[config.mk]
export PLATFORM = sky130hd
export DESIGN_NAME = mac_control_retransmit
export DESIGN_NICKNAME = d
export VERILOG_FILES = /design/src/hdl/mcr_pkg.sv /design/src/hdl/retx_engine.sv /design/src/hdl/enrol_codec.sv /design/src/hdl/mac_control_retransmit.sv
export VERILOG_INCLUDE_DIRS = /design/src /design/src/hdl
export SDC_FILE = /design/constraint.sdc
export NUM_CORES = 2
export LEC_CHECK = 0
export BUFFER_PORTS_ARGS = -buffer_cell sky130_fd_sc_hd__buf_4
export CORE_ASPECT_RATIO = 1.75
export CORE_MARGIN = 4
export CORE_UTILIZATION = 30
export DETAILED_ROUTE_END_ITERATION = 10
export GPL_TIMING_DRIVEN = 0
export REMOVE_ABC_BUFFERS = 1
export SYNTH_ARGS = -nofsm -noshare
export SYNTH_HDL_FRONTEND = slang
export SYNTH_SLANG_ARGS = --single-unit
[constraint.sdc]
create_clock -name pclk -period 6 [get_ports pclk]
set_input_delay 1.2 -clock pclk [delete_from_list [all_inputs] [get_ports pclk]]
set_output_delay 1.2 -clock pclk [all_outputs]
set_load 0.05 [all_outputs]
[src/hdl/mcr_consts.svh]
// Offsets, field positions, codes and timing figures of the control framer
`ifndef MCR_CONSTS_SVH
`define MCR_CONSTS_SVH
// Register byte offsets
`define CTRL_OFS 8'h00
`define TXHDR_OFS 8'h04
`define TXCAP_OFS 8'h08
`define TXHWLO_OFS 8'h0c
`define TXHWHI_OFS 8'h10
`define STAT_OFS 8'h14
`define RXHDR_OFS 8'h18
`define RXCAP_OFS 8'h1c
`define RXHWLO_OFS 8'h20
`define RXHWHI_OFS 8'h24
`define KEY_TOP 3'b010
// Command and role bits in the control word
`define CMD_START 0
`define CMD_REPLY 1
`define CMD_THIRD 2
`define CMD_ACK 3
`define CFG_BASE 4
`define CMD_WANT_RSP 5
// Control type codes
`define KIND_ENROL 4'h1
`define KIND_LINK 4'h2
`define KIND_ELEV 4'h3
`define KIND_SLOT 4'h4
`define KIND_LAYOUT 4'h5
`define KIND_CFREQ 4'h6
`define KIND_KALIVE 4'h7
`define KIND_GROUP 4'h8
`define KIND_PHYROB 4'h9
`define KIND_CIPHER 4'ha
// Enrolment field positions: aggregation bit within the caps field, negative bit within the payload
`define CAP_PA_BIT 5
`define ENR_NEG_BIT 319
// Timing
`define PCLK_NS 8
`define RETRY_TIMEOUT_NS 100000
`define RETRY_LIMIT 3
`endif

[src/hdl/mcr_pkg.sv]
// Types shared by the control framer modules
package mcr_pkg;
	// Control packet header as seen on the packet ports
	typedef struct packed {
		logic ctl_flag;
		logic is_reply;
		logic uplink;
		logic [3:0] kind;
		logic [7:0] switch_ident_field;
		logic [13:0] local_node_ident_field;
	} pkt_hdr_t;
	// Enrolment payload, most significant field first
	typedef struct packed {
		logic neg;
		logic roam;
		logic [1:0] security_capability_field;
		logic [1:0] rsvd;
		logic [6:0] caps;
		logic [2:0] ktime;
		logic [47:0] node_hw_address;
		logic [127:0] encrypted_network_key;
		logic [127:0] encrypted_auth_key;
	} enrol_t;
	// Header plus payload of one outgoing packet
	typedef struct packed {
		pkt_hdr_t hdr;
		logic [319:0] payload;
	} pkt_t;
	// Retransmit engine state
	typedef enum logic [0:0] {
		ENG_IDLE = 1'b0,
		ENG_WAIT = 1'b1
	} eng_state_t;
endpackage

[src/hdl/retx_engine.sv]
// Retransmit timer and counter for one control transaction
`timescale 1ns/1ps
module retx_engine #(
	parameter int unsigned TIMEOUT_CYC = 12500,
	parameter int unsigned LIMIT = 3
) (
	input wire logic pclk,
	input wire logic presetn,
	input wire logic start,
	input wire logic stop,
	output logic resend,
	output logic fail,
	output logic busy,
	output logic [$clog2(LIMIT+1)-1:0] cnt
);
	import mcr_pkg::*;
	localparam int TW = $clog2(TIMEOUT_CYC + 1);
	localparam int CW = $clog2(LIMIT + 1);
	localparam logic [TW-1:0] RELOAD = TW'(TIMEOUT_CYC - 1);
	localparam logic [CW-1:0] LIM = CW'(LIMIT);
	generate if (TIMEOUT_CYC < 1 || LIMIT < 1) begin : g_bad
		$error("retx_engine: timeout and limit must be at least one");
	end endgenerate

	eng_state_t state, next_state; // Waiting for an answer or idle
	logic [TW-1:0] timer, next_timer; // Cycles left before expiry
	logic [CW-1:0] next_cnt;
	logic next_resend, next_fail;

	////////////////////////////////////////////////////////////////////
	// Timer and counter next state
	always_comb begin
		next_state = state;
		next_timer = timer;
		next_cnt = cnt;
		next_resend = 1'b0;
		next_fail = 1'b0;
		unique case (state)
			ENG_IDLE: begin
				next_state = ENG_IDLE;
			end
			ENG_WAIT: begin
				// RULE7: answer stops timer
				if (stop) begin
					next_state = ENG_IDLE;
				end else if (timer == '0) begin
					// RULE9: expiry bumps count, resend
					next_cnt = cnt + 1'b1;
					if (next_cnt < LIM) begin
						next_resend = 1'b1;
						next_timer = RELOAD;
					end else begin
						// RULE10: limit reached, give up
						next_fail = 1'b1;
						next_state = ENG_IDLE;
					end
				end else begin
					next_timer = timer - 1'b1;
				end
			end
		endcase
		// RULE6: first message loads timer, clears count
		if (start) begin
			next_state = ENG_WAIT;
			next_timer = RELOAD;
			next_cnt = '0;
		end
	end

	// Registers only
	always_ff @(posedge pclk or negedge presetn) begin
		if (!presetn) begin
			state <= ENG_IDLE;
			timer <= '0;
			cnt <= '0;
			resend <= 1'b0;
			fail <= 1'b0;
		end else begin
			state <= next_state;
			timer <= next_timer;
			cnt <= next_cnt;
			resend <= next_resend;
			fail <= next_fail;
		end
	end
	assign busy = (state == ENG_WAIT);

	////////////////////////////////////////////////////////////////////
	// Checks
	start_clears_a: assert property (@(posedge pclk) disable iff (!presetn) // RULE6
		start |=> busy && cnt == '0 && timer == RELOAD)
		else $error("start did not load timer and clear count");
	resend_below_a: assert property (@(posedge pclk) disable iff (!presetn) // RULE9
		resend |-> cnt != '0 && cnt < LIM && busy)
		else $error("resend outside the retry range");
	fail_at_limit_a: assert property (@(posedge pclk) disable iff (!presetn) // RULE10
		fail |-> cnt == LIM && !busy)
		else $error("failure reported away from the limit");
	stop_idles_a: assert property (@(posedge pclk) disable iff (!presetn) // RULE7
		busy && stop && !start |=> !busy && !resend && !fail)
		else $error("answer did not stop the timer");
endmodule

[src/hdl/enrol_codec.sv]
// Enrolment payload packing and parsing
`timescale 1ns/1ps
`include "mcr_consts.svh"
module enrol_codec (
	input wire mcr_pkg::enrol_t src,
	input wire mcr_pkg::pkt_hdr_t hdr,
	input wire logic role_base,
	input wire logic [7:0] path_agg,
	input wire logic [319:0] rx_payload,
	output wire mcr_pkg::enrol_t rx_fields,
	output wire logic [319:0] tx_payload
);
	import mcr_pkg::*;
	enrol_t fix; // Outgoing fields after adjustment

	////////////////////////////////////////////////////////////////////
	// Adjust outgoing enrolment fields; other kinds pass raw
	always_comb begin
		fix = src;
		if (hdr.kind == `KIND_ENROL) begin
			fix.rsvd = '0;
			// RULE21: keepalive time only in response
			if (!(hdr.is_reply && !hdr.uplink)) begin
				fix.ktime = '0;
			end
			// RULE19: base reports path-wide aggregation
			if (!hdr.uplink && role_base) begin
				fix.caps[`CAP_PA_BIT] = &path_agg;
			end
		end
	end

	// RULE23: fields packed most significant first
	assign tx_payload = fix;
	// RULE15: receive side reads the same layout
	assign rx_fields = rx_payload;
endmodule

[src/hdl/mac_control_retransmit.sv]
// Control-message framer with requester and responder retransmission
//
// The APB interface to the registers and the address map were chosen for this implementation.
`timescale 1ns/1ps
// Operation
// RULE1: Control packets carry the control flag set
// RULE2: Type field selects one of ten kinds
// RULE3: Payload layout decoded by type field
// RULE4: Retransmit listed kinds when response needed
// RULE5: Keep retransmit counter and timer per transaction
// RULE6: First send loads timer, clears counter
// RULE7: Response stops timer, completes transaction
// RULE8: Late responses are silently tolerated
// RULE9: Expiry increments counter, resends below limit
// RULE10: At limit stop and report failure
// RULE11: Failed service node becomes disconnected
// RULE12: Duplicate request only resends the reply
// RULE13: New request is processed and answered
// RULE14: Responder retries in three-message transactions
// RULE15: Enrolment meaning depends on direction
// RULE16: Switch identifier names registering switch
// RULE17: Local identifier carries assigned node identifier
// RULE18: Terminal reports own aggregation ability uplink
// RULE19: Base sets aggregation only if path capable
// RULE20: Enrolment field widths as defined layout
// RULE21: Keepalive time zero except enrolment response
// RULE22: Negative and roaming bits meaning fixed
// RULE23: Enrolment fields packed most significant first
// RULE24: Duplicates found by kind, sender, content
// RULE25: Timeout and limit are constant parameters
`include "mcr_consts.svh"
module mac_control_retransmit #(
	parameter int unsigned RETRY_TIMEOUT_CYC =
		(`RETRY_TIMEOUT_NS + `PCLK_NS - 1) / `PCLK_NS,
	parameter int unsigned RETRY_LIMIT = `RETRY_LIMIT
) (
	input wire logic pclk,
	input wire logic presetn,
	input wire logic [7:0] paddr,
	input wire logic psel,
	input wire logic penable,
	input wire logic pwrite,
	input wire logic [31:0] pwdata,
	output logic [31:0] prdata,
	output logic pready,
	output logic pslverr,
	input wire logic rx_valid,
	input wire mcr_pkg::pkt_hdr_t rx_hdr,
	input wire logic [319:0] rx_payload,
	input wire logic tx_ready,
	output logic tx_valid,
	output mcr_pkg::pkt_hdr_t tx_hdr,
	output logic [319:0] tx_payload,
	output logic link_up
);
	import mcr_pkg::*;
	localparam int CW = $clog2(RETRY_LIMIT + 1);
	// RULE25: counter must reach limit within status field
	generate if (RETRY_LIMIT < 1 || RETRY_LIMIT > 15) begin : g_bad
		$error("mac_control_retransmit: retry limit must be 1 to 15");
	end endgenerate

	////////////////////////////////////////////////////////////////////
	// Configuration registers
	logic role_base, next_role_base; // Device acts as base node
	pkt_hdr_t cfg_hdr, next_cfg_hdr; // Header of next outgoing packet
	logic [15:0] cfg_cap, next_cfg_cap; // Enrolment flag half-word
	logic [7:0] path_agg, next_path_agg; // Aggregation per hop on path
	logic [47:0] cfg_hw, next_cfg_hw; // Own hardware address
	logic [31:0] key_word [8]; // Two keys, four words each
	logic [31:0] next_key_word [8];
	logic [31:0] next_prdata;
	logic next_pready, next_pslverr;
	// Transaction state
	pkt_t req_pkt, next_req_pkt; // Request kept for resends
	pkt_t rep_pkt, next_rep_pkt; // Last reply kept for duplicates
	logic pend_req, next_pend_req;
	logic pend_rep, next_pend_rep;
	logic have_rep, next_have_rep;
	logic req_done, next_req_done;
	logic req_fail, next_req_fail;
	logic rsp_fail, next_rsp_fail;
	logic new_msg, next_new_msg; // Unacknowledged new request waiting
	pkt_hdr_t last_hdr, next_last_hdr; // Last request taken
	logic [319:0] last_pl, next_last_pl;
	logic have_last, next_have_last;
	logic next_tx_valid, next_link_up;
	pkt_hdr_t next_tx_hdr;
	logic [319:0] next_tx_payload;
	// Decodes and engine signals
	logic wr_en, rd_en, key_hit, mapped;
	logic start_cmd, reply_cmd, third_cmd, ack_cmd, want_rsp;
	logic needs_retx, rx_ctl, rsp_hit, rx_req, dup, third_hit;
	logic req_resend, req_fail_p, req_busy;
	logic rsp_resend, rsp_fail_p, rsp_busy;
	logic [CW-1:0] req_cnt, rsp_cnt;
	enrol_t tx_fields, rx_fields;
	logic [319:0] tx_pl;
	pkt_hdr_t out_hdr;

	////////////////////////////////////////////////////////////////////
	// APB decode; access completes on the cycle after setup
	assign wr_en = psel && penable && pready && pwrite;
	assign rd_en = psel && !penable;
	assign key_hit = (paddr[7:5] == `KEY_TOP) && (paddr[1:0] == 2'b00);
	assign start_cmd = wr_en && paddr == `CTRL_OFS && pwdata[`CMD_START];
	assign reply_cmd = wr_en && paddr == `CTRL_OFS && pwdata[`CMD_REPLY];
	assign third_cmd = pwdata[`CMD_THIRD];
	assign ack_cmd = wr_en && paddr == `CTRL_OFS && pwdata[`CMD_ACK];
	assign want_rsp = pwdata[`CMD_WANT_RSP];

	// Address map check
	always_comb begin
		unique case (paddr)
			`CTRL_OFS, `TXHDR_OFS, `TXCAP_OFS, `TXHWLO_OFS, `TXHWHI_OFS,
			`STAT_OFS, `RXHDR_OFS, `RXCAP_OFS, `RXHWLO_OFS,
			`RXHWHI_OFS: mapped = 1'b1;
			default: mapped = key_hit;
		endcase
	end

	// Configuration next values and read data
	always_comb begin
		next_role_base = role_base;
		next_cfg_hdr = cfg_hdr;
		next_cfg_cap = cfg_cap;
		next_path_agg = path_agg;
		next_cfg_hw = cfg_hw;
		next_key_word = key_word;
		next_pready = psel && !penable;
		next_pslverr = psel && !penable && !mapped;
		next_prdata = prdata;
		if (wr_en) begin
			unique case (paddr)
				`CTRL_OFS: next_role_base = pwdata[`CFG_BASE];
				// RULE16: switch and RULE17 node identifiers set here
				`TXHDR_OFS: next_cfg_hdr = pwdata[$bits(pkt_hdr_t)-1:0];
				`TXCAP_OFS: begin
					next_cfg_cap = pwdata[15:0];
					next_path_agg = pwdata[23:16];
				end
				`TXHWLO_OFS: next_cfg_hw[31:0] = pwdata;
				`TXHWHI_OFS: next_cfg_hw[47:32] = pwdata[15:0];
				default: begin
					if (key_hit) begin
						next_key_word[paddr[4:2]] = pwdata;
					end
				end
			endcase
		end
		if (rd_en) begin
			unique case (paddr)
				`CTRL_OFS: next_prdata = {27'h0, role_base, 4'h0};
				`TXHDR_OFS: next_prdata = 32'(cfg_hdr);
				`TXCAP_OFS: next_prdata = {8'h0, path_agg, cfg_cap};
				`TXHWLO_OFS: next_prdata = cfg_hw[31:0];
				`TXHWHI_OFS: next_prdata = {16'h0, cfg_hw[47:32]};
				`STAT_OFS: next_prdata = {16'h0, 4'(rsp_cnt), 4'(req_cnt),
					link_up, new_msg, rsp_fail, rsp_busy,
					req_fail, req_done, req_busy, have_rep};
				`RXHDR_OFS: next_prdata = 32'(last_hdr);
				// RULE22: negative and roaming bits read back as sent
				`RXCAP_OFS: next_prdata = {16'h0, last_pl[319:304]};
				`RXHWLO_OFS: next_prdata = rx_fields.node_hw_address[31:0];
				`RXHWHI_OFS: next_prdata = {16'h0, rx_fields.node_hw_address[47:32]};
				default: next_prdata = key_hit ? key_word[paddr[4:2]] : 32'h0;
			endcase
		end
	end

	// Configuration registers
	always_ff @(posedge pclk or negedge presetn) begin
		if (!presetn) begin
			role_base <= 1'b0;
			cfg_hdr <= '0;
			cfg_cap <= 16'h0;
			path_agg <= 8'h0;
			cfg_hw <= 48'h0;
			for (int i = 0; i < 8; i++) begin
				key_word[i] <= 32'h0;
			end
			prdata <= 32'h0;
			pready <= 1'b0;
			pslverr <= 1'b0;
		end else begin
			role_base <= next_role_base;
			cfg_hdr <= next_cfg_hdr;
			cfg_cap <= next_cfg_cap;
			path_agg <= next_path_agg;
			cfg_hw <= next_cfg_hw;
			key_word <= next_key_word;
			prdata <= next_prdata;
			pready <= next_pready;
			pslverr <= next_pslverr;
		end
	end

	////////////////////////////////////////////////////////////////////
	// Payload assembly
	// RULE20: enrolment field widths
	assign tx_fields = {cfg_cap, cfg_hw, key_word[0], key_word[1], key_word[2],
		key_word[3], key_word[4], key_word[5], key_word[6], key_word[7]};
	// RULE18: uplink keeps own aggregation bit from software
	enrol_codec u_codec (
		.src(tx_fields),
		.hdr(out_hdr),
		.role_base(role_base),
		.path_agg(path_agg),
		.rx_payload(last_pl),
		.rx_fields(rx_fields),
		.tx_payload(tx_pl)
	);

	// RULE1: outgoing header always flagged as control
	always_comb begin
		out_hdr = cfg_hdr;
		out_hdr.ctl_flag = 1'b1;
		out_hdr.is_reply = reply_cmd;
	end

	// RULE4: only these kinds run the request retransmit engine
	always_comb begin
		unique case (cfg_hdr.kind)
			`KIND_ENROL, `KIND_LINK, `KIND_ELEV, `KIND_SLOT,
			`KIND_GROUP: needs_retx = want_rsp;
			default: needs_retx = 1'b0;
		endcase
	end

	////////////////////////////////////////////////////////////////////
	// Receive classification
	// RULE1: only flagged packets are control packets
	assign rx_ctl = rx_valid && rx_hdr.ctl_flag;
	// RULE2: reply must match kind of open request
	assign rsp_hit = rx_ctl && rx_hdr.is_reply && req_busy
		&& rx_hdr.kind == req_pkt.hdr.kind;
	assign rx_req = rx_ctl && !rx_hdr.is_reply;
	// RULE24: same kind, sender and content means duplicate
	assign dup = rx_req && have_last && rx_hdr.kind == last_hdr.kind
		&& rx_hdr.local_node_ident_field == last_hdr.local_node_ident_field
		&& rx_payload == last_pl;
	assign third_hit = rx_req && !dup && rsp_busy
		&& rx_hdr.local_node_ident_field == rep_pkt.hdr.local_node_ident_field;

	// RULE5: one engine per side of a transaction
	retx_engine #(.TIMEOUT_CYC(RETRY_TIMEOUT_CYC), .LIMIT(RETRY_LIMIT)) u_req (
		.pclk(pclk),
		.presetn(presetn),
		.start(start_cmd && needs_retx),
		.stop(rsp_hit),
		.resend(req_resend),
		.fail(req_fail_p),
		.busy(req_busy),
		.cnt(req_cnt)
	);
	// RULE14: responder retries its reply until third message
	retx_engine #(.TIMEOUT_CYC(RETRY_TIMEOUT_CYC), .LIMIT(RETRY_LIMIT)) u_rsp (
		.pclk(pclk),
		.presetn(presetn),
		.start(reply_cmd && third_cmd),
		.stop(third_hit),
		.resend(rsp_resend),
		.fail(rsp_fail_p),
		.busy(rsp_busy),
		.cnt(rsp_cnt)
	);

	////////////////////////////////////////////////////////////////////
	// Transaction and transmit next values
	always_comb begin
		next_req_pkt = req_pkt;
		next_rep_pkt = rep_pkt;
		next_pend_req = pend_req;
		next_pend_rep = pend_rep;
		next_have_rep = have_rep;
		next_req_done = req_done;
		next_req_fail = req_fail;
		next_rsp_fail = rsp_fail;
		next_new_msg = new_msg;
		next_last_hdr = last_hdr;
		next_last_pl = last_pl;
		next_have_last = have_last;
		next_link_up = link_up;
		next_tx_valid = tx_valid;
		next_tx_hdr = tx_hdr;
		next_tx_payload = tx_payload;
		// Launch first; later sets win over the clears here
		if (!tx_valid || tx_ready) begin
			next_tx_valid = pend_rep || pend_req;
			if (pend_rep) begin
				next_tx_hdr = rep_pkt.hdr;
				next_tx_payload = rep_pkt.payload;
				next_pend_rep = 1'b0;
			end else if (pend_req) begin
				next_tx_hdr = req_pkt.hdr;
				next_tx_payload = req_pkt.payload;
				next_pend_req = 1'b0;
			end
		end
		// RULE3: payload snapshot follows header kind
		if (start_cmd) begin
			next_req_pkt = '{hdr: out_hdr, payload: tx_pl};
			next_pend_req = 1'b1;
			next_req_done = 1'b0;
			next_req_fail = 1'b0;
		end
		// RULE9: resend the stored request
		if (req_resend) begin
			next_pend_req = 1'b1;
		end
		// RULE7: matching reply completes transaction
		if (rsp_hit) begin
			next_req_done = 1'b1;
			if (rx_hdr.kind == `KIND_ENROL && !rx_payload[`ENR_NEG_BIT]) begin
				next_link_up = 1'b1;
			end
		end
		// RULE10: failure shown in status
		if (req_fail_p) begin
			next_req_fail = 1'b1;
			// RULE11: service node drops to disconnected
			if (!role_base) begin
				next_link_up = 1'b0;
			end
		end
		// RULE13: new request waits for software reply
		if (reply_cmd) begin
			next_rep_pkt = '{hdr: out_hdr, payload: tx_pl};
			next_have_rep = 1'b1;
			next_pend_rep = 1'b1;
			next_rsp_fail = 1'b0;
		end
		if (rsp_resend) begin
			next_pend_rep = 1'b1;
		end
		if (rsp_fail_p) begin
			next_rsp_fail = 1'b1;
		end
		if (ack_cmd) begin
			next_new_msg = 1'b0;
		end
		// RULE12: duplicate only resends the kept reply
		if (dup && have_rep) begin
			next_pend_rep = 1'b1;
		end else if (rx_req && !dup) begin
			next_last_hdr = rx_hdr;
			next_last_pl = rx_payload;
			next_have_last = 1'b1;
			next_new_msg = 1'b1;
		end
		// RULE8: stray replies fall through untouched
	end

	// Transaction registers
	always_ff @(posedge pclk or negedge presetn) begin
		if (!presetn) begin
			req_pkt <= '0;
			rep_pkt <= '0;
			pend_req <= 1'b0;
			pend_rep <= 1'b0;
			have_rep <= 1'b0;
			req_done <= 1'b0;
			req_fail <= 1'b0;
			rsp_fail <= 1'b0;
			new_msg <= 1'b0;
			last_hdr <= '0;
			last_pl <= '0;
			have_last <= 1'b0;
			link_up <= 1'b0;
			tx_valid <= 1'b0;
			tx_hdr <= '0;
			tx_payload <= '0;
		end else begin
			req_pkt <= next_req_pkt;
			rep_pkt <= next_rep_pkt;
			pend_req <= next_pend_req;
			pend_rep <= next_pend_rep;
			have_rep <= next_have_rep;
			req_done <= next_req_done;
			req_fail <= next_req_fail;
			rsp_fail <= next_rsp_fail;
			new_msg <= next_new_msg;
			last_hdr <= next_last_hdr;
			last_pl <= next_last_pl;
			have_last <= next_have_last;
			link_up <= next_link_up;
			tx_valid <= next_tx_valid;
			tx_hdr <= next_tx_hdr;
			tx_payload <= next_tx_payload;
		end
	end

	////////////////////////////////////////////////////////////////////
	// Checks
	ctl_flag_out_a: assert property (@(posedge pclk) disable iff (!presetn) // RULE1
		tx_valid |-> tx_hdr.ctl_flag)
		else $error("control packet sent without control flag");
	late_reply_a: assert property (@(posedge pclk) disable iff (!presetn) // RULE8
		rx_ctl && rx_hdr.is_reply && !req_busy && !start_cmd |=> $stable(req_done))
		else $error("late reply changed transaction state");
	dup_keeps_a: assert property (@(posedge pclk) disable iff (!presetn) // RULE12
		dup && have_rep |=> pend_rep || (tx_valid && tx_hdr.is_reply))
		else $error("duplicate request not answered by reply");
	new_req_a: assert property (@(posedge pclk) disable iff (!presetn) // RULE13
		rx_req && !dup |=> new_msg && last_hdr == $past(rx_hdr))
		else $error("new request not captured");
	ktime_zero_a: assert property (@(posedge pclk) disable iff (!presetn) // RULE21
		tx_valid && tx_hdr.kind == `KIND_ENROL && !(tx_hdr.is_reply && !tx_hdr.uplink)
		|-> tx_payload[306:304] == 3'b000)
		else $error("keepalive time set outside enrolment response");
	disconnect_a: assert property (@(posedge pclk) disable iff (!presetn) // RULE11
		req_fail_p && !role_base |=> !link_up && req_fail)
		else $error("service node stayed connected after failure");
endmodule

==> flow_summary.json <==
{
  "cts_hold_buffers": 0,
  "powerDensity_nw_per_um2": 285,
  "post-route-min-period_ns": 5.57,
  "grt_first_pass_wirelength_um": 407000,
  "post_synth.cell_area_avg_sq_um": 12.0,
  "max_transition_viols_final": 0,
  "yosysWarningCount": 0,
  "global_route.usage.total": 0.206,
  "worst_path_max_delay_cell": "sky130_fd_sc_hd__nor4_2",
  "worst_setup_hold_path_clk_slew_ns": 0.06,
  "clock_tree_from_tritoncts": "yes",
  "cts_made_buffers": 188,
  "place.port_buffers": 780,
  "grt_remaining_overflow": 0,
  "floorplan.rows": 248,
  "area_growth_from_synthesis_to_layout_pct": 22.5,
  "dr_total_vias": 53396,
  "max_cap_viol_count": 0,
  "cts-root-buf": "sky130_fd_sc_hd__clkbuf_16",
  "cts_sinks": 1834,
  "worst_hold_margin_ns": 0.239,
  "grt_setup_unrepaired": "false",
  "criticalPathCategory": "primary input to register",
  "clock_tree.htree_level_count": 4,
  "setup_viol": 0,
  "clk_path_buf_depth": 4,
  "die_y_um": 685,
  "worst_ir_drop_vdd_uv": 261,
  "dp_hpwl_um": 208000,
  "drt_first_pass_iters": 5,
  "antenna_found_initial": 66,
  "final_layout_size_suffix_gt1_frac": 0.314,
  "syn-instance-count": 6582,
  "timing.setup.tns_ns": 0,
  "cp_slowest_stage_delay_ns": 0.70,
  "place.gp.congestion": 0.806,
  "timing.rr.start": "last_pl[274]$_DFFE_PN0P_",
  "dominant_cell_type_by_count_on_the_critical_path": "sky130_fd_sc_hd__buf_16",
  "initialDrtViolationCount": 3392,
  "ys_async_sr_fraction": 1.00,
  "synth.distinct_cells": 68,
  "floorplan.die_area_sq_um": 271000,
  "postCtsSetupRepairBufs": 0,
  "critPathLaunch": "rx_payload[274]",
  "boundaryPins": 781,
  "postRouteWirelength_um": 286000,
  "placeableCoreArea_sq_um": 261000,
  "via_per_inst": 4.89,
  "number_of_hold_violations_in_the_final_report": 0,
  "grt_start_max_net_pins": 178,
  "hold_path_class": "primary input to async pin",
  "worst_slew_margin_rel": 0.0612,
  "ant_nets": 0,
  "run_status": "finished clean",
  "start_kind": "primary input",
  "worst_skew_pair.late_latency_ns": 0.88,
  "fin_total_pwr_mw": 27.4,
  "dominantRegCellSynth": "sky130_fd_sc_hd__dfrtp_1",
  "endpoint_kind": "register",
  "clock_skew_ns": 0.0972,
  "die_width_um": 395,
  "nNetsFinal": 7665,
  "critical_path_peak_fanout": 71,
  "crit_arrival_ns": 6.33,
  "synthesis.area_sq_um": 78700,
  "timing_worst_slew_pin_value_ns": 1.41,
  "synth_edf_count": 0,
  "timing.critical_path.required_ns": 6.75,
  "total_leakage_power_nw": 45.4,
  "postLayoutCoreUtil": 0.369,
  "max_freq_ghz": 0.179,
  "post-route-drc-count": 0,
  "synth_sequential_area_ratio": 0.583,
  "path_cells": "buf_4 -> xnor2_2 -> nand4_1 -> nor4_2 -> nand4_1 -> nor4_1 -> and4_1 -> or2_4 -> buf_16 -> buf_16 -> buf_16 -> buf_16 -> mux2_2",
  "initial_core_util": 0.301,
  "finalCritPeriodShare": 0.929,
  "grt_pass1_vias": 55890,
  "wl_per_cell_um": 26.2,
  "cts.repair.resized": 0,
  "ys_seq_elements": 1834
}
## state kept, by name, indices dropped and copies added, names as in the netlist, 2 cells and up
register / cells
u_req.timer: 14
tx_hdr: 29
cfg_hw: 48
tx_payload: 320
rep_pkt: 347
cfg_cap: 16
u_rsp.cnt: 2
u_req.cnt: 2
prdata: 32
key_word: 256
last_pl: 320
u_rsp.timer: 14
req_pkt: 349
last_hdr: 29
cfg_hdr: 29
path_agg: 8
## worst paths after layout
| check | endpoint | slack [ns] | cells after the start |
|---|---|---|---|
| setup / recovery | last_pl[86]$_DFFE_PN0P_ | 0.43 | 13 |
| hold / removal | tx_payload[9]$_DFFE_PN0P_ | 0.24 | 1 |
| setup reg to reg | last_pl[86]$_DFFE_PN0P_ | 0.43 | 12 |
| hold reg to reg | pend_req$_DFFE_PN0P_ | 0.45 | 1 |
| max in group asynchronous | key_word[13]$_DFFE_PN0P_ | 2.61 | 5 |
| min in group pclk | pend_req$_DFFE_PN0P_ | 0.45 | 1 |
## Yosys cell counts (all sizes together) (30+ instances only)
cell type  instances  area share
nand4             50      0.0040
dfrtp           1834        0.58
mux4              64       0.018
mux2            1013        0.14
inv               95      0.0045
clkbuf           326       0.016
nand2           1486       0.071
nor2              69      0.0033
nand2b            40      0.0032
nor2b             71      0.0056
nor3              30      0.0021
mux2i            374       0.048
a22oi             58      0.0055
o21ai            434       0.028
buf               71      0.0041
xor2              94       0.010
xnor2            159       0.018
nor4              50      0.0040
## logic make-up after synthesis
| logic type | count (synthesis) | share of synthesized area |
|---|---|---|
| AND/OR/NAND/NOR | 1872 | 0.0997 |
| flip-flops | 1834 | 0.583 |
| multiplexers | 1451 | 0.211 |
| AO/OA/AOI/OAI | 676 | 0.0531 |
| buffers and inverters | 492 | 0.0242 |
| XOR/XNOR | 253 | 0.0282 |
| adder cells (fa/ha/maj) | 4 | 0.000636 |
## layout by cell type, fill, tap and decap left out, drive strengths merged, types with 9 or more instances in the layout
master    Yosys  layout
clkbuf      326     259
nor4         50      50
nand2b       40      40
a21oi        10      10
or3          13      13
nor3         30      30
o2111ai      21      21
inv          95     103
nand3        28      28
diode         0      25
mux4         64      64
nor2b        71      71
a22oi        58      58
o31ai         9       9
o21a         10      10
mux2       1013    1013
mux2i       374     374
dfrtp      1834    1834
xnor2       159     159
a2111o       21      21
bufinv        0      12
a22o         10      10
o21ai       434     434
a222oi       23      23
o22ai        25      25
clkinvlp      0       9
xor2         94      94
nand4        50      50
buf          71     890
clkinv        0      39
nor2         69      69
nand2      1486    1486
## routing by layer
layer	vias up	global-route usage	share of wire
met2	1578	0.337	0.47
met3	422	0.0511	0.079
li1	24088	-	-
met5	-	0	0.00080
met1	27274	0.267	0.42
met4	34	0.0679	0.037
## worst max-delay path, delay by kind of cell
family / cells / cell delay, ns
and+or+nand+nor: 6 / 2.53
buffers and inverters: 5 / 1.34
xor gates and xnor gates: 1 / 0.69
muxes: 1 / 0.39
## where the power goes
group	switching (mW)	internal, mW
sequential	0.489	12.8
combinational	1.20	0.944
clock	5.21	6.76
## cell type report
class,count,area (sq um)
Sequential cell,1834,45900
Antenna cell,25,62.6
Timing Repair Buffer,890,8420
Tap cell,3500,4380
Fill cell,25286,165000
Inverter,95,359
Clock buffer,259,5340
Clock inverter,68,802
Multi-Input combinational cell,4256,31100
## through the flow
stage,area (sq um),std cells,worst slack (ns)
3_5_place_dp,90200,10575,-0.802
3_3_place_gp,87400,10465,-134.19
4_1_cts,96300,10902,0.0745
2_1_floorplan,77100,6185,-51.54
6_report,96400,10927,0.425
5_1_grt,96300,10904,0.248
Note: power is estimated with default switching activity, not from simulation.
